**src/phy_regs_pkg.sv**
```systemverilog
package phy_regs_pkg;

    // ----------------------------------------------------------------
    // register offsets
    // ----------------------------------------------------------------
    localparam logic [4:0] OFS_GIG_STATUS = 5'h0A;
    localparam logic [4:0] OFS_MMD_SETUP = 5'h0D;
    localparam logic [4:0] OFS_MMD_DATA = 5'h0E;
    localparam logic [4:0] OFS_EXT_STATUS = 5'h0F;
    localparam logic [4:0] OFS_LOOPBACK = 5'h11;
    localparam logic [4:0] OFS_IRQ_STATUS = 5'h1C;
    localparam logic [4:0] OFS_IRQ_MASK = 5'h1D;

    // ----------------------------------------------------------------
    // field positions
    // ----------------------------------------------------------------
    localparam int GIG_FAULT_BIT = 15;
    localparam int GIG_MASTER_BIT = 14;
    localparam int GIG_LOCAL_BIT = 13;
    localparam int GIG_REMOTE_BIT = 12;
    localparam int GIG_LP_FULL_BIT = 11;
    localparam int GIG_LP_HALF_BIT = 10;
    localparam int IDLE_COUNT_WIDTH = 8;
    localparam int SETUP_MODE_MSB = 15;
    localparam int SETUP_MODE_LSB = 14;
    localparam int SETUP_DEV_MSB = 4;
    localparam int LOOP_ENABLE_BIT = 8;
    localparam int LOOP_RC_BIT = 1;
    localparam int LOOP_RO_BIT = 0;

    // ----------------------------------------------------------------
    // reset and fixed values
    // ----------------------------------------------------------------
    localparam logic [15:0] SETUP_RESET = 16'h0000;
    localparam logic [15:0] DATA_RESET = 16'h0000;
    localparam logic [15:0] LOOP_RESET = 16'h00F4;
    localparam logic [15:0] EXT_STATUS_VALUE = 16'h3000;
    localparam logic [15:0] INDEX_STEP = 16'h0001;

    // ----------------------------------------------------------------
    // interrupt events
    // ----------------------------------------------------------------
    localparam int IRQ_COUNT = 3;
    localparam int IRQ_FAULT = 0;
    localparam int IRQ_IDLE_ERR = 1;
    localparam int IRQ_SATURATE = 2;
    localparam logic [IRQ_COUNT-1:0] IRQ_MASK_RESET = 3'h0;

    // ----------------------------------------------------------------
    // types
    // ----------------------------------------------------------------
    typedef enum logic [1:0] {
        MODE_INDEX = 2'b00,
        MODE_DATA = 2'b01,
        MODE_DATA_INC_RW = 2'b10,
        MODE_DATA_INC_WR = 2'b11
    } mmd_mode_type;

    typedef struct packed {
        logic msFault;     // fault detect pulse
        logic msMaster;    // resolved to master
        logic localRxOk;   // local receiver ok
        logic remoteRxOk;  // remote receiver ok
        logic lpFull;      // partner gigabit full duplex
        logic lpHalf;      // partner gigabit half duplex
    } phy_status_type;

    typedef struct packed {
        logic symbolTick;  // one symbol period
        logic rxIdle;      // receiving idles
        logic txSendN;     // transmit mode is send_n
        logic rxError;     // receive error status is error
    } idle_err_type;

    typedef struct packed {
        logic rd;              // window read
        logic wr;              // window write
        logic [4:0] dev;       // target device
        logic [15:0] index;    // register index in device
        logic [15:0] wdata;    // write value
    } mmd_req_type;

endpackage

```
**src/phy_gig_status_mmd_loopback_regs.sv**
```systemverilog
module phy_gig_status_mmd_loopback_regs #(
    parameter int SYMBOL_WIDTH = 8  // line symbol width
) (
    input wire logic clock,                               // system clock
    input wire logic rst,                                 // async reset, high
    input wire logic [4:0] regAddr,                       // register offset
    input wire logic [15:0] regWdata,                     // write data
    input wire logic regWr,                               // write strobe
    input wire logic regRd,                               // read strobe
    output logic [15:0] regRdata,                         // read data, next cycle
    input wire phy_regs_pkg::phy_status_type phyStatus,   // link status inputs
    input wire phy_regs_pkg::idle_err_type idleErr,       // idle error inputs
    output phy_regs_pkg::mmd_req_type mmdReq,             // device access request
    input wire logic [15:0] mmdRdata,                     // device read data
    input wire logic [SYMBOL_WIDTH-1:0] rxSymbol,         // symbol from line
    input wire logic [SYMBOL_WIDTH-1:0] fabricSymbol,     // symbol from fabric
    output logic [SYMBOL_WIDTH-1:0] txSymbol,             // symbol to line
    output logic loopbackActive,                          // loopback engaged
    output logic irq                                      // interrupt level
);

    // ----------------------------------------------------------------
    // declarations
    // ----------------------------------------------------------------
    logic [15:0] setup_ff;
    logic [15:0] index_ff;
    logic [15:0] nxt_index;
    logic [15:0] loop_ff;
    logic [15:0] rdata_ff;
    logic [15:0] nxt_rdata;
    logic [phy_regs_pkg::IRQ_COUNT-1:0] mask_ff;
    logic [phy_regs_pkg::IRQ_COUNT-1:0] irqStatus;
    logic [phy_regs_pkg::IRQ_COUNT-1:0] irqEvent;
    logic [phy_regs_pkg::IRQ_COUNT-1:0] irqClear;
    logic [SYMBOL_WIDTH-1:0] tx_ff;
    logic [phy_regs_pkg::IDLE_COUNT_WIDTH-1:0] idleCount;
    logic idleAtMax;
    logic idleInc;
    logic faultFlag;
    logic gigRead;
    logic winAccess;
    logic winRead;
    logic winWrite;
    logic [4:0] mmdDev;
    phy_regs_pkg::mmd_mode_type mode;

    assign mode = phy_regs_pkg::mmd_mode_type'(
        setup_ff[phy_regs_pkg::SETUP_MODE_MSB:phy_regs_pkg::SETUP_MODE_LSB]);
    assign mmdDev = setup_ff[phy_regs_pkg::SETUP_DEV_MSB:0];
    assign gigRead = regRd && (regAddr == phy_regs_pkg::OFS_GIG_STATUS);
    assign winAccess = (regAddr == phy_regs_pkg::OFS_MMD_DATA);
    assign winRead = regRd && winAccess;
    assign winWrite = regWr && winAccess;

    // ----------------------------------------------------------------
    // gigabit status: latched fault and idle error counter
    // ----------------------------------------------------------------
    sticky_flag u_fault (
        .clock(clock),
        .rst(rst),
        .set(phyStatus.msFault),
        .clr(gigRead),
        .q(faultFlag)
    );

    // count qualifies only while receiving idles in send_n mode
    assign idleInc = idleErr.symbolTick && idleErr.rxIdle && idleErr.txSendN
        && idleErr.rxError;

    sat_counter #(
        .WIDTH(phy_regs_pkg::IDLE_COUNT_WIDTH)
    ) u_idle (
        .clock(clock),
        .rst(rst),
        .inc(idleInc),
        .clr(gigRead),
        .count(idleCount),
        .atMax(idleAtMax)
    );

    // ----------------------------------------------------------------
    // indirect device access
    // ----------------------------------------------------------------

    // setup register holds mode, reserved bits and device number
    always_ff @(posedge clock or posedge rst) begin
        if (rst) begin
            setup_ff <= phy_regs_pkg::SETUP_RESET;
        end else if (regWr && regAddr == phy_regs_pkg::OFS_MMD_SETUP) begin
            setup_ff <= regWdata;
        end
    end

    // index update: direct write in index mode, post increment in the two increment modes
    always_comb begin
        nxt_index = index_ff;
        case (mode)
            phy_regs_pkg::MODE_INDEX: begin
                if (winWrite) begin
                    nxt_index = regWdata;
                end
            end
            phy_regs_pkg::MODE_DATA: begin
                nxt_index = index_ff;
            end
            phy_regs_pkg::MODE_DATA_INC_RW: begin
                if (winWrite || winRead) begin
                    nxt_index = index_ff + phy_regs_pkg::INDEX_STEP;
                end
            end
            phy_regs_pkg::MODE_DATA_INC_WR: begin
                if (winWrite) begin
                    nxt_index = index_ff + phy_regs_pkg::INDEX_STEP;
                end
            end
            default: begin
                nxt_index = index_ff;
            end
        endcase
    end

    always_ff @(posedge clock or posedge rst) begin
        if (rst) begin
            index_ff <= phy_regs_pkg::DATA_RESET;
        end else begin
            index_ff <= nxt_index;
        end
    end

    // data modes hand the access through to the selected device
    always_comb begin
        mmdReq.rd = winRead && (mode != phy_regs_pkg::MODE_INDEX);
        mmdReq.wr = winWrite && (mode != phy_regs_pkg::MODE_INDEX);
        mmdReq.dev = mmdDev;
        mmdReq.index = index_ff;
        mmdReq.wdata = regWdata;
    end

    // ----------------------------------------------------------------
    // remote loopback
    // ----------------------------------------------------------------

    // loopback register, bit 1 clears on read, bit 0 reads zero
    always_ff @(posedge clock or posedge rst) begin
        if (rst) begin
            loop_ff <= phy_regs_pkg::LOOP_RESET;
        end else if (regWr && regAddr == phy_regs_pkg::OFS_LOOPBACK) begin
            loop_ff <= {regWdata[15:1], 1'b0};
        end else if (regRd && regAddr == phy_regs_pkg::OFS_LOOPBACK) begin
            loop_ff[phy_regs_pkg::LOOP_RC_BIT] <= 1'b0;
        end
    end

    assign loopbackActive = loop_ff[phy_regs_pkg::LOOP_ENABLE_BIT];

    // transmit path picks line receive data or the fabric
    always_ff @(posedge clock or posedge rst) begin
        if (rst) begin
            tx_ff <= '0;
        end else if (loopbackActive) begin
            tx_ff <= rxSymbol;
        end else begin
            tx_ff <= fabricSymbol;
        end
    end

    assign txSymbol = tx_ff;

    // ----------------------------------------------------------------
    // interrupts
    // ----------------------------------------------------------------
    assign irqEvent[phy_regs_pkg::IRQ_FAULT] = phyStatus.msFault;
    assign irqEvent[phy_regs_pkg::IRQ_IDLE_ERR] = idleInc;
    assign irqEvent[phy_regs_pkg::IRQ_SATURATE] = idleInc && idleAtMax;
    assign irqClear = (regWr && regAddr == phy_regs_pkg::OFS_IRQ_STATUS) ?
        regWdata[phy_regs_pkg::IRQ_COUNT-1:0] : '0;

    for (genvar i = 0; i < phy_regs_pkg::IRQ_COUNT; i++) begin : g_irq
        sticky_flag u_flag (
            .clock(clock),
            .rst(rst),
            .set(irqEvent[i]),
            .clr(irqClear[i]),
            .q(irqStatus[i])
        );
    end

    // interrupt mask register
    always_ff @(posedge clock or posedge rst) begin
        if (rst) begin
            mask_ff <= phy_regs_pkg::IRQ_MASK_RESET;
        end else if (regWr && regAddr == phy_regs_pkg::OFS_IRQ_MASK) begin
            mask_ff <= regWdata[phy_regs_pkg::IRQ_COUNT-1:0];
        end
    end

    assign irq = |(irqStatus & mask_ff);

    // ----------------------------------------------------------------
    // read path
    // ----------------------------------------------------------------

    // read mux, unmapped offsets return zero
    always_comb begin
        nxt_rdata = 16'h0000;
        if (regRd) begin
            case (regAddr)
                phy_regs_pkg::OFS_GIG_STATUS: begin
                    nxt_rdata[phy_regs_pkg::GIG_FAULT_BIT] = faultFlag;
                    nxt_rdata[phy_regs_pkg::GIG_MASTER_BIT] = phyStatus.msMaster;
                    nxt_rdata[phy_regs_pkg::GIG_LOCAL_BIT] = phyStatus.localRxOk;
                    nxt_rdata[phy_regs_pkg::GIG_REMOTE_BIT] = phyStatus.remoteRxOk;
                    nxt_rdata[phy_regs_pkg::GIG_LP_FULL_BIT] = phyStatus.lpFull;
                    nxt_rdata[phy_regs_pkg::GIG_LP_HALF_BIT] = phyStatus.lpHalf;
                    nxt_rdata[phy_regs_pkg::IDLE_COUNT_WIDTH-1:0] = idleCount;
                end
                phy_regs_pkg::OFS_MMD_SETUP: begin
                    nxt_rdata = setup_ff;
                end
                phy_regs_pkg::OFS_MMD_DATA: begin
                    nxt_rdata = (mode == phy_regs_pkg::MODE_INDEX) ? index_ff : mmdRdata;
                end
                phy_regs_pkg::OFS_EXT_STATUS: begin
                    nxt_rdata = phy_regs_pkg::EXT_STATUS_VALUE;
                end
                phy_regs_pkg::OFS_LOOPBACK: begin
                    nxt_rdata = loop_ff;
                end
                phy_regs_pkg::OFS_IRQ_STATUS: begin
                    nxt_rdata[phy_regs_pkg::IRQ_COUNT-1:0] = irqStatus;
                end
                phy_regs_pkg::OFS_IRQ_MASK: begin
                    nxt_rdata[phy_regs_pkg::IRQ_COUNT-1:0] = mask_ff;
                end
                default: begin
                    nxt_rdata = 16'h0000;
                end
            endcase
        end
    end

    // read data stand one cycle, zero otherwise
    always_ff @(posedge clock or posedge rst) begin
        if (rst) begin
            rdata_ff <= 16'h0000;
        end else begin
            rdata_ff <= nxt_rdata;
        end
    end

    assign regRdata = rdata_ff;
endmodule

```
**src/sticky_flag.sv**
```systemverilog
module sticky_flag (
    input wire logic clock,  // system clock
    input wire logic rst,    // async reset, high
    input wire logic set,    // event
    input wire logic clr,    // clear request
    output logic q           // flag
);

    // ----------------------------------------------------------------
    // flag with set winning over clear
    // ----------------------------------------------------------------
    always_ff @(posedge clock or posedge rst) begin
        if (rst) begin
            q <= 1'b0;
        end else if (set) begin
            q <= 1'b1;
        end else if (clr) begin
            q <= 1'b0;
        end
    end
endmodule

```
**src/sat_counter.sv**
```systemverilog
module sat_counter #(
    parameter int WIDTH = 8  // counter width
) (
    input wire logic clock,          // system clock
    input wire logic rst,            // async reset, high
    input wire logic inc,            // count one
    input wire logic clr,            // clear request
    output logic [WIDTH-1:0] count,  // current count
    output logic atMax               // count is full
);

    localparam logic [WIDTH-1:0] ONE = WIDTH'(1);

    assign atMax = &count;

    // ----------------------------------------------------------------
    // saturating count, clear with same-cycle event keeps the event
    // ----------------------------------------------------------------
    always_ff @(posedge clock or posedge rst) begin
        if (rst) begin
            count <= '0;
        end else if (clr) begin
            count <= inc ? ONE : '0;
        end else if (inc && !atMax) begin
            count <= count + ONE;
        end
    end
endmodule

```
**config.mk**
```make
export PLATFORM = sky130hd
export DESIGN_NAME = phy_gig_status_mmd_loopback_regs
export DESIGN_NICKNAME = d
export VERILOG_FILES = /design/src/phy_regs_pkg.sv /design/src/phy_gig_status_mmd_loopback_regs.sv /design/src/sticky_flag.sv /design/src/sat_counter.sv
export SDC_FILE = /design/constraint.sdc
export NUM_CORES = 1
export LEC_CHECK = 0
export BUFFER_PORTS_ARGS = -buffer_cell sky130_fd_sc_hd__buf_4
export CELL_PAD_IN_SITES_DETAIL_PLACEMENT = 1
export CELL_PAD_IN_SITES_GLOBAL_PLACEMENT = 1
export CORE_ASPECT_RATIO = 1.1
export CORE_MARGIN = 5
export CORE_UTILIZATION = 30
export DETAILED_ROUTE_END_ITERATION = 7
export PLACE_DENSITY_LB_ADDON = 0.1
export REMOVE_ABC_BUFFERS = 1
export SYNTH_ARGS = -nofsm -noshare
export SYNTH_HDL_FRONTEND = slang
export SYNTH_SLANG_ARGS = --single-unit
```
**constraint.sdc**
```tcl
create_clock -name clock -period 3.9 [get_ports clock]
set_clock_uncertainty 0.05 [all_clocks]
set_input_delay 0.78 -clock clock [delete_from_list [all_inputs] [get_ports clock]]
set_output_delay 0.78 -clock clock [all_outputs]
set_load 0.01 [all_outputs]
```
* Yosys cells after proc, flatten, opt, wreduce, memory -nomap -nowiden
Cells that the tools add are included.
** Storage, ports and cells
- Bits in registers :: 86
- Bits of input ports :: 67
- Output and inout port bits :: 65
- Logic and storage cells :: 82
** Operators by class
- $add $sub $neg :: 2
- Equality and inequality tests :: 13
- Muxes and demuxes :: 25
- Bitwise operators :: 2
- Reductions and logical operators :: 28
** Operators by type and width (count)
- 2-to-1 mux 16 bit :: 5
- one-hot mux 16 bit (3 select lines) :: 1
- one-hot mux 6 bit (5 select lines) :: 1
- 2-to-1 mux 8 bit :: 3
- equality test 5 x 4 -> 1 bit, second input constant :: 4
- one-hot mux 5 bit (4 select lines) :: 1
- one-hot mux 3 bit (6 select lines) :: 1
- adder 16 x 1 -> 16 bit, second input constant :: 1
- equality test 5 bit, second input constant :: 3
- logical AND 1 bit :: 15
- nonzero test 2 bit :: 7
- 2-to-1 mux 1 bit :: 11
- adder 8 x 1 -> 8 bit, second input constant :: 1
- AND reduction 8 bit :: 1
- inequality test 2 bit, second input constant :: 3
- one-hot mux 2 bit (3 select lines) :: 1
- equality test 2 bit, second input constant :: 2
- AND reduction 4 bit :: 1
- bitwise AND 3 bit :: 1
- 2-to-1 mux 3 bit :: 1
- OR reduction 3 bit :: 1
- equality test 2 x 1 -> 1 bit, second input constant :: 1
- zero test 2 bit :: 1
- zero test 1 bit :: 1
- 2 further kinds :: 2

* Depth between registers and ports, before layout
Gate-level depths: netlist (run 1).
- Word-level depth :: 6
- Gate-level depth with buffers :: 8
- Mapped depth without buffers :: 6

* Modules after synthesis
Synthesis (run 1) repeated with hierarchy kept, for this count alone.
** Unflattened totals
- Cells, all modules :: 474
- Area, all modules :: 4697.0 um^2
** By module, submodules not included
- phy_gig_status_mmd_loopback_regs :: times used 1, cells each 409, area an instance 4055.1 um^2
- sat_counter :: times used 1, cells each 49, area an instance 481.7 um^2
- sticky_flag :: times used 4, cells each 4, area an instance 40.0 um^2

* Least setup slack after synthesis (run 1)
Ideal clock, no wire load.
- Path type :: input port to output port
- From :: in regAddr[2]
- To :: out mmdReq[37] in the netlist's numbering
- Data arrival time :: 1508 ps
- Slack :: 1562 ps
- Stages on the path :: 4
- Buffers on the path :: 1
- Cells stage by stage :: buf_4 -> nand2_2 -> nor3_2 -> and3_1
** RTL lines
- from (decl) :: line phy_gig_status_mmd_loopback_regs.sv:6 : input wire logic [4:0] regAddr,
- to (decl) :: line phy_gig_status_mmd_loopback_regs.sv:13 : output phy_regs_pkg::mmd_req_type mmdReq,

==> qor.csv, run 1 <==
stage,metric,value,unit
run_status,status,completed,
yosys,synth_async_sr_flop_share,100,%
placed_design,io_buffers,131,
power_and_ir_drop,clock_power_share,32.9,%
yosys,synth_fa_ha_area_share,0.541,%
detailed_routing,drt-pass1-iter-count,4,
setup_path,worst-r2r-setup-slack,1170,ps
detailed_routing,route.detailed.drc,0,
setup_path,required,3070,ps
clocking,clock_sinks,86,
setup_path,cp_max_fo,22,
sta,fmax,330,MHz
yosys,synth_flop_cell,dfrtp_1,
layout,fin_nets,629,
yosys,yosys.area.top_type_share,43.8,%
power_and_ir_drop,internal_power,1.87,mW
global_route,grt_max_degree,39,
power_and_ir_drop,powerDensity,454,nW/um^2
detailed_routing,avgViaCountPerCell,5.16,
yosys,synth_compound_area_share,16.3,%
setup_path,path_cells,"or2_2, and3_1, buf_4",
clocking,clk_pin_slew,60,ps
floorplanning,die_w,128,um
yosys,synth_edf_count,0,
global_route,grt_use_total,17.8,%
yosys,netlist_area,4630,um^2
layout,multiInputGateArea,2180,um^2
job,maxCapViolCount,0,
yosys,synth_commonest_cells,"dfrtp_1 (81), nand2_1 (60), a21oi_1 (47)",
detailed_routing,wl_per_cell,20.3,um
layout,num-fill-cells,1690,
global_route,antenna_found_initial,0,
setup_path,crit_type,reg2out,
sta,maxSlewViolCount,0,
setup_path,crit_family,flip-flops,
clocking,ctsResizeCount,0,
setup_path,cp_slowest_cell,dfrtp_1,
global_route,first_global_vias,4411,
yosys,synth_top_area_cell,dfrtp_1,
placed_design,dp_cells,745,
sta,tightest_slew,1090,ps
detailed_routing,num_vias,3928,
placed_design,hpwl,11.3,mm
placed_design,gp_congestion,0.821,
floorplanning,rows,47,
sta,finalHoldViolCount,0,
power_and_ir_drop,switching_power,0.830,mW
sta,setup_tns,0,ps
yosys,synth_top_family_by_area,simple AND/OR/NAND/NOR gates,
layout,fin_cells,761,
sta,setup_viol_count_final,0,
yosys,synth.most_common_cell,dfrtp_1,
yosys,synth.area.mux_share,12.5,%
yosys,synthXorXnorAreaFrac,0.379,%
yosys,syn-instance-count,454,
clocking,h-tree-depth,3,
yosys,yosysWarnings,0,
clocking,clock_path_buffers,2,
yosys,ys_seq_area_share,46.6,%
clocking,cts_tree,yes,
yosys,ys_seq_elements,86,
power_and_ir_drop,switching_share,30.8,%
layout,regArea,2160,um^2
layout,area_growth,28.5,%
worst_hold_path,hold_path_class,reg2reg,
power_and_ir_drop,total_power,2.70,mW
power_and_ir_drop,power_leakage,2.67,nW
floorplanning,boundaryPins,132,
sta,holdWs,459,ps
detailed_routing,drt_iter0_markers,188,
yosys,synthTopCellsByArea,"dfrtp_1 (44%), mux2_2 (7.5%), a21oi_1 (5.1%)",
layout,antenna-diode-count,0,
detailed_routing,ant_nets,0,
global_route,gr-total-overflow,0,
power_and_ir_drop,power.share.combinational,23.1,%
clocking,hold_buffers,0,
setup_path,worst-path-buf-inv,1,
sta,relSlewSlack,26.3,%
clocking,worstSkewPairLatency,350,ps
yosys,synth_area_per_cell,10.2,um^2
sta,rsz0062_at_grt,no,
clocking,postCtsSetupRepairBufs,0,
power_and_ir_drop,p_seq_share,44.0,%
floorplanning,die-area,18000,um^2
setup_path,crit_path_end_kind,output pin,
sta,finalCritPeriodShare,77.7,%
floorplanning,core_area,15100,um^2
global_route,grt_pass1_wl,24.7,mm
setup_path,startpoint_type,register,
floorplanning,initial_utilization,30.6,%
setup_path,cp.arrival,2200,ps
floorplanning,fp.dieH,140,um
power_and_ir_drop,ir_worst_vdd,162,uV
sta,fin_crit,3030,ps
clocking,cts-buffers-inserted,9,
detailed_routing,routed_wl,15.5,mm
yosys,synth-simple-area-share,17.4,%
setup_path,cpPeakStageDelay,900,ps
clocking,clock-root-buffer,clkbuf_16,
yosys,yosysUniqueCellTypes,58,
layout,drive_gt1_share,38.1,%
## metal layers
layer  vias up  routed length (um)  global-route usage, %  share of wire [%]
li1       1852                   -                      -                  -
met1      1976                6640                   22.6                 43
met2        82                7860                   30.2                 51
met3        18                 724                   3.39                4.7
met4         0                 230                   5.75                1.5
met5         -                   0                      0                  0
## per-stage QoR
stage               area (um^2)  setup WS [ps]  utilization [%]
floorplan                  4350            856                -
global placement           5640            969             37.3
detailed placement         5640            924             37.3
CTS                        5950            845             39.3
global route               5950            721             39.3
finish                     5950            871             39.3
## logic make-up (layout without fill, tap and decap cells)
family                     Yosys count  after routing
xor gates and xnor gates             2              2
DFF                                 86             86
and+or+nand+nor                    153            153
buffers and inverters               48            159
muxes                               49             49
adders and majority gates            2              2
AOI/OAI and AO/OA                  114            114
## registers in the layout, indices dropped and copies added (netlist names)
register / cells
index_ff: 16
mask_ff: 3
setup_ff: 16
g_irq.u_flag.q: 3
txSymbol: 8
u_idle.count: 8
regRdata: 16
loop_ff: 15
u_fault.q: 1
## power by group through the flow
stage	logic, mW	clock network, mW	registers, mW
finish	0.622	0.889	1.19
detailed placement	0.633	0	1.20
CTS	0.636	0.910	1.19
global placement	0.616	0	1.19
floorplan	0.322	0	1.17
global route	0.691	0.952	1.21
## layout by cell type, fill, tap and decap left out, types with 3 or more instances in the layout
master	netlist	layout
nor3_2	3	3
o21ai_0	14	14
and4_1	4	4
nor2b_1	4	4
mux2i_1	8	8
inv_1	4	3
nor2_1	19	19
nand4_1	4	4
a22o_1	3	3
nor3_1	8	8
clkbuf_16	0	9
mux2_2	31	31
nand2b_1	4	4
a32oi_1	6	6
nand3_1	17	17
buf_4	26	139
a211oi_1	3	3
and2_1	4	4
dfstp_2	5	5
and3_1	4	4
a22oi_1	13	13
dfrtp_1	81	81
a221oi_1	6	6
nand2_1	60	60
nand4b_1	3	3
a21o_1	4	4
a21oi_1	47	47
nor4_1	3	3
mux2_4	10	10
## worst paths after layout
check                        startpoint           to  cells past startpoint
max                        setup_ff[15]   mmdReq[37]                      3
min                          loop_ff[3]   loop_ff[3]                      1
max reg2reg                setup_ff[15]  index_ff[3]                      5
min reg2reg                  loop_ff[3]   loop_ff[3]                      1
max in group asynchronous           rst   loop_ff[7]                      3
min in group asynchronous           rst  txSymbol[2]                      2
## worst register-to-register path, cell delays in order (launching register included)
cell and delay, ps:
dfrtp_1 900, and2b_1 280, a221oi_4 110, nand2b_1 580
or4_1 640, nand3_1 100
## layout make-up
cell class,count,share of cell area (%)
Clock buffer,13,4.38
Timing Repair Buffer,139,17.6
Clock inverter,3,0.715
Multi-Input combinational cell,320,36.7
Sequential cell,86,36.3
Inverter,4,0.274
Tap cell,196,4.12
Note: power is estimated with default switching activity, not from simulation.
==> run 2, diff against run 1 <==
Clock period 3.9 ns to 2.6 ns, I/O delays scaled along.
==> run 2 against run 1 <==
  * Combinational power increased by 56%
  * Design area increased by 1.6%
  * Clock-buffer cell count decreased by 3
  * Worst setup slack got worse by 670 ps
  * First-iteration DRC count decreased by 21%
  * Register-to-register slack got worse by 640 ps
  * Critical endpoint unchanged
  * Highest routed layer unchanged
==> qor.csv, run 2 (same netlist as run 1, synthesis figures left out) <==
stage,metric,value,unit,change
run_status,status,completed,,
power_and_ir_drop,powerDensity,659,nW/um^2,+45%
layout,area_growth,30.6,%,
sta,fin_crit,2400,ps,
power_and_ir_drop,clock_power_share,31.6,%,-1.3 points
detailed_routing,avgViaCountPerCell,5.18,,+0.39%
layout,final_common_cell,buf_4,,
clocking,clock_path_buffers,2,,unchanged
layout,num-fill-cells,1709,,+1.1%
clocking,cts-buffers-inserted,9,,unchanged
job,maxCapViolCount,0,,unchanged
clocking,cts_tree,yes,,
global_route,grt_max_degree,34,,-13%
sta,fmax,417,MHz,
setup_path,cp.arrival,1830,ps,-370 ps
sta,tightest_slew,825,ps,-269 ps
detailed_routing,routed_wl,15.6,mm,+1.2%
floorplanning,core_area,15100,um^2,unchanged
power_and_ir_drop,p_seq_share,44.0,%,about the same
sta,rsz0062_at_grt,no,,
sta,setup_viol_count_final,0,,unchanged
setup_path,crit_type,reg2out,,
placed_design,placed_cell_area,5760,um^2,+2.0%
sta,finalCritPeriodShare,92.3,%,
power_and_ir_drop,ir_worst_vdd,289,uV,+78%
global_route,gr-total-overflow,0,,unchanged
setup_path,startpoint_type,register,,
detailed_routing,num_vias,3995,,+1.7%
floorplanning,boundaryPins,132,,unchanged
clocking,clock_sinks,86,,unchanged
detailed_routing,route.detailed.drc,0,,unchanged
power_and_ir_drop,power.share.combinational,24.4,%,+1.3 points
setup_path,crit_path_end_kind,output pin,,
floorplanning,die-area,18000,um^2,unchanged
layout,regArea,2160,um^2,unchanged
detailed_routing,drt-pass1-iter-count,4,,unchanged
sta,maxSlewViolCount,0,,unchanged
detailed_routing,ant_nets,0,,unchanged
clocking,clk_pin_slew,70,ps,about the same
sta,relSlewSlack,44.8,%,+18 points
placed_design,hpwl,11.6,mm,+2.9%
setup_path,cpPeakStageDelay,570,ps,-330 ps
global_route,first_global_vias,4315,,-2.2%
clocking,clock-root-buffer,clkbuf_16,,
clocking,postCtsSetupRepairBufs,0,,unchanged
floorplanning,initial_utilization,30.6,%,unchanged
setup_path,cp_slowest_cell,or2_2,,
clocking,worstSkewPairLatency,350,ps,about the same
global_route,antenna_found_initial,0,,unchanged
global_route,grt_use_total,17.6,%,-0.12 points
power_and_ir_drop,total_power,3.98,mW,+48%
setup_path,required,2030,ps,-1040 ps
setup_path,path_cells,"or2_2, and3_1, buf_4",,
sta,finalHoldViolCount,0,,unchanged
layout,antenna-diode-count,0,,unchanged
floorplanning,fp.dieH,140,um,unchanged
layout,fin_area,6040,um^2,+1.6%
clocking,h-tree-depth,3,,unchanged
detailed_routing,wl_per_cell,20.3,um,-0.15%
power_and_ir_drop,switching_power,1.28,mW,+54%
clocking,hold_buffers,0,,unchanged
layout,drive_gt1_share,39.5,%,+1.4 points
global_route,grt_pass1_wl,24.8,mm,about the same
sta,holdWs,209,ps,-250 ps
power_and_ir_drop,internal_power,2.70,mW,+45%
floorplanning,die_w,128,um,unchanged
placed_design,gp_congestion,0.821,,about the same
layout,fin_nets,639,,+1.6%
worst_hold_path,hold_path_class,in2async,,
layout,layout_common_cells,"buf_4 (146), dfrtp_1 (81), nand2_1 (60), a21oi_1 (47), mux2_2 (31)",,
layout,multiInputGateArea,2180,um^2,unchanged
power_and_ir_drop,power_leakage,2.72,nW,+2.0%
setup_path,reg2reg_depth,6,,+1
setup_path,cp_max_fo,19,,-14%
power_and_ir_drop,switching_share,32.1,%,+1.4 points
floorplanning,rows,47,,unchanged
sta,setup_tns,0,ps,unchanged
placed_design,io_buffers,131,,unchanged
detailed_routing,drt_iter0_markers,149,,-21%
clocking,ctsResizeCount,0,,unchanged
run 2: power groups by stage:
stage	Sequential, mW	Clock (mW)	Combinational, mW
4_1_cts	1.75	1.30	0.993
6_report	1.75	1.26	0.970
3_5_place_dp	1.77	0	0.990
3_3_place_gp	1.77	0	0.962
5_1_grt	1.78	1.36	1.07
2_1_floorplan	1.76	0	0.483
run 2: stage by stage:
step / cells / util (%) / setup WS, ps
after global routing: 771 / 40.0 / 103
after global placement: 755 / 38.1 / 415
after CTS: 771 / 40.0 / 160
final: 771 / 40.0 / 201
after floorplan: 410 / - / -184
after detailed placement: 755 / 38.1 / 388
run 2: worst paths after layout:
kind                       slack, ps                 to    startpoint
min in group clock               330  g_irq[0].u_flag.q  phyStatus[5]
setup reg to reg                 530       regRdata[13]  setup_ff[15]
hold / removal                   210    u_idle.count[5]           rst
max in group asynchronous       1580       setup_ff[15]           rst
hold reg to reg                  460        loop_ff[11]   loop_ff[11]
setup / recovery                 200         mmdReq[37]  setup_ff[15]
run 2: worst max-delay path: cells and delay by family (launching register included):
family                 cells  cell delay [ps]
buffers and inverters      1              140
and+or+nand+nor            2              850
DFF                        1              500
run 2: cell type report:
class,count,share of cell area (%)
Clock buffer,10,3.96
Clock inverter,6,0.766
Inverter,4,0.269
Multi-Input combinational cell,320,36.1
Sequential cell,86,35.7
Tap cell,196,4.06
Timing Repair Buffer,149,19.1
run 2: routing by layer:
metal | routed length (um) | track usage (%)
met3 | 706 | 3.08
met4 | 242 | 5.03
met2 | 7890 | 29.6
met1 | 6790 | 23.2
met5 | 0 | 0
==> run 3, diff against run 2 <==
Settings changed: CORE_ASPECT_RATIO 1.1 to default, SYNTH_HIERARCHICAL from default to 1.
==> run 3 against run 2 <==
  * Design area rose by 0.64%
  * Sequential share of layout area is 0.23 points lower
  * Routed wire length is 3.6% higher
  * Global-route usage increased by 0.42 points
  * Largest power group unchanged
  * Highest routed layer unchanged
==> qor.csv, run 3 <==
stage,metric,value,unit,change
layout,layout_common_cells,"buf_4 (146), dfrtp_1 (81), a21oi_1 (50), nand2_1 (47), mux2_2 (42)",,
yosys,synth_flop_cell,dfrtp_1,,
power_and_ir_drop,internal_power,2.78,mW,+2.8%
floorplanning,rows,45,,-4.3%
yosys,synth.most_common_cell,dfrtp_1,,
worst_hold_path,hold_path_class,in2reg,,
global_route,first_global_vias,4500,,+4.3%
global_route,grt_pass1_wl,25.3,mm,+2.2%
detailed_routing,ant_nets,0,,unchanged
clocking,clock_path_buffers,2,,unchanged
setup_path,crit_path_end_kind,output pin,,
setup_path,startpoint_type,register,,
floorplanning,die_w,135,um,+5.2%
detailed_routing,route.detailed.drc,0,,unchanged
clocking,clock-root-buffer,clkbuf_16,,
power_and_ir_drop,ir_worst_vdd,304,uV,+5.2%
sta,setup_tns,0,ps,unchanged
power_and_ir_drop,switching_power,1.23,mW,-3.6%
clocking,postCtsSetupRepairBufs,0,,unchanged
power_and_ir_drop,power_leakage,2.71,nW,-0.29%
sta,finalCritPeriodShare,90.5,%,-1.8 points
setup_path,cp.arrival,1780,ps,-50 ps
clocking,cts_tree,yes,,
detailed_routing,routed_wl,16.2,mm,+3.6%
placed_design,gp_congestion,0.797,,-3.0%
floorplanning,die-area,18300,um^2,+1.4%
setup_path,worst-path-stages,3,,unchanged
power_and_ir_drop,powerDensity,660,nW/um^2,+0.11%
global_route,grt_use_total,18.1,%,+0.42 points
yosys,yosysUniqueCellTypes,63,,+8.6%
setup_path,cp_slowest_cell,or2_2,,
power_and_ir_drop,clock_power_share,34.0,%,+2.4 points
detailed_routing,drt-pass1-iter-count,4,,unchanged
clocking,clk_pin_slew,60,ps,about the same
run_status,status,completed,,
layout,final_common_cell,buf_4,,
sta,tightest_slew,530,ps,-294 ps
layout,antenna-diode-count,0,,unchanged
sta,fmax,425,MHz,+1.9%
setup_path,worst-path-buf-inv,1,,unchanged
placed_design,io_buffers,131,,unchanged
detailed_routing,drt_iter0_markers,166,,+11%
layout,fin_area,6080,um^2,+0.64%
floorplanning,initial_utilization,30.8,%,+0.17 points
sta,maxSlewViolCount,0,,unchanged
setup_path,crit_family,simple AND/OR/NAND/NOR gates,,
sta,relSlewSlack,64.5,%,+20 points
clocking,h-tree-depth,3,,unchanged
yosys,yosysWarnings,6,,+6
placed_design,hpwl,11.9,mm,+2.2%
worst_hold_path,min_delay_path_depth,2,,
power_and_ir_drop,total_power,4.01,mW,+0.75%
clocking,cts-buffers-inserted,9,,unchanged
yosys,synth_commonest_cells,"dfrtp_1 (81), a21oi_1 (50), nand2_1 (47)",,
yosys,ys_seq_elements,86,,unchanged
global_route,antenna_found_initial,0,,unchanged
yosys,synth_area_per_cell,9.91,um^2,-2.8%
clocking,clock_sinks,86,,unchanged
setup_path,required,2030,ps,about the same
floorplanning,core_area,15300,um^2,+0.96%
detailed_routing,wl_per_cell,20.2,um,-0.28%
yosys,synth_top_area_cell,dfrtp_1,,
yosys,ys_seq_area_share,46.0,%,-0.70 points
yosys,netlist_area,4700,um^2,+1.5%
global_route,gr-total-overflow,0,,unchanged
placed_design,placed_cell_area,5760,um^2,about the same
yosys,yosys.area.top_type_share,43.2,%,-0.65 points
yosys,synth_edf_count,0,,unchanged
sta,rsz0062_at_grt,no,,
setup_path,cp_max_fo,18,,-1
floorplanning,fp.dieH,135,um,-3.7%
power_and_ir_drop,power.share.combinational,22.2,%,-2.2 points
job,maxCapViolCount,0,,unchanged
layout,area_growth,29.4,%,
setup_path,reg2reg_depth,6,,unchanged
power_and_ir_drop,p_seq_share,43.8,%,-0.2 points
setup_path,path_cells,"or2_2, and3_1, buf_4",,
detailed_routing,num_vias,4107,,+2.8%
layout,fin_nets,654,,+2.3%
layout,drive_gt1_share,38.6,%,-0.83 points
yosys,synthTopCellsByArea,"dfrtp_1 (43%), mux2_2 (10%), a21oi_1 (5.3%)",,
sta,fin_crit,2350,ps,-45.5 ps
yosys,synth_async_sr_flop_share,100,%,unchanged
global_route,grt_max_degree,26,,-24%
setup_path,crit_type,reg2out,,
power_and_ir_drop,switching_share,30.7,%,-1.4 points
sta,finalHoldViolCount,0,,unchanged
detailed_routing,avgViaCountPerCell,5.13,,-1.0%
yosys,syn-instance-count,474,,+4.4%
floorplanning,boundaryPins,132,,unchanged
sta,setup_viol_count_final,0,,unchanged
setup_path,cpPeakStageDelay,520,ps,-50 ps
clocking,worstSkewPairLatency,350,ps,about the same
[run 3: cell count changes in the layout (fill, tap and decap cells not counted), sizes merged, moves of 4 or more]
| cell | before | now |
|---|---|---|
| nand2 | 62 | 48 |
| inv | 4 | 15 |
| o22ai | 2 | 10 |
| and3 | 4 | 11 |
| a32oi | 6 | 0 |
| a22oi | 13 | 9 |
| and4 | 4 | 8 |
| nand4 | 4 | 8 |
[run 3: per-layer routing]
metal  track usage [%]  vias to the layer above  routed length (um)
li1                  -                     1919                   -
met1              23.7                     2074                7380
met2              29.3                       95                7730
met3              3.95                       19                 784
met4              6.61                        0                 301
met5                 0                        -                   0
[run 3: worst paths after layout]
kind	slack, ps	end	start
min in group asynchronous	560	g_irq[2].u_flag/q	rst
worst min-delay path	310	g_irq[0].u_flag/q	phyStatus[5]
max in group asynchronous	1220	loop_ff[7]	rst
worst max register to register	540	index_ff[14]	index_ff[0]
worst min register to register	460	setup_ff[10]	setup_ff[10]
worst max-delay path	250	mmdReq[38]	setup_ff[15]
[run 3: power groups by stage]
stage | Clock, mW | Combinational, mW | Sequential (mW)
2_1_floorplan | 0 | 0.413 | 1.75
3_3_place_gp | 0 | 0.872 | 1.77
3_5_place_dp | 0 | 0.900 | 1.78
4_1_cts | 1.40 | 0.904 | 1.75
5_1_grt | 1.46 | 0.983 | 1.78
6_report | 1.37 | 0.891 | 1.76
[run 3: what timing repair did]
item / CTS / global route
hold endpoints to repair: 4 / 0
hold buffers: 1 / 0
resized for setup: 0 / 0
[run 3: final cells by class]
cell class | count | area (um^2)
fillers | 1724 | 9180
multi-input cells | 325 | 2160
flip-flops and latches | 86 | 2160
repair buffers | 148 | 1130
well taps | 211 | 264
clock buffers | 11 | 253
clock inverters | 5 | 57.6
inverters | 15 | 56.3
[run 3: cells by family (layout without fill, tap and decap cells)]
group	Yosys count	after routing	share of synthesized area [%]
flops	86	86	46.0
mux	50	50	12.0
buf+inv	63	179	7.96
simple gates	154	154	17.7
fa+ha+maj	2	2	0.533
compound gates	118	118	15.7
xor+xnor	1	1	0.187
[run 3: stage by stage]
stage / cells / utilization (%) / hold WS (ps) / worst slack (ps)
after CTS: 801 / 39.8 / 295 / 220
after detailed placement: 784 / 37.7 / 356 / 320
after floorplan: 426 / - / 199 / 157
final: 801 / 39.8 / 308 / 247
after global placement: 784 / 37.7 / 353 / 388
after global routing: 801 / 39.8 / 301 / 199
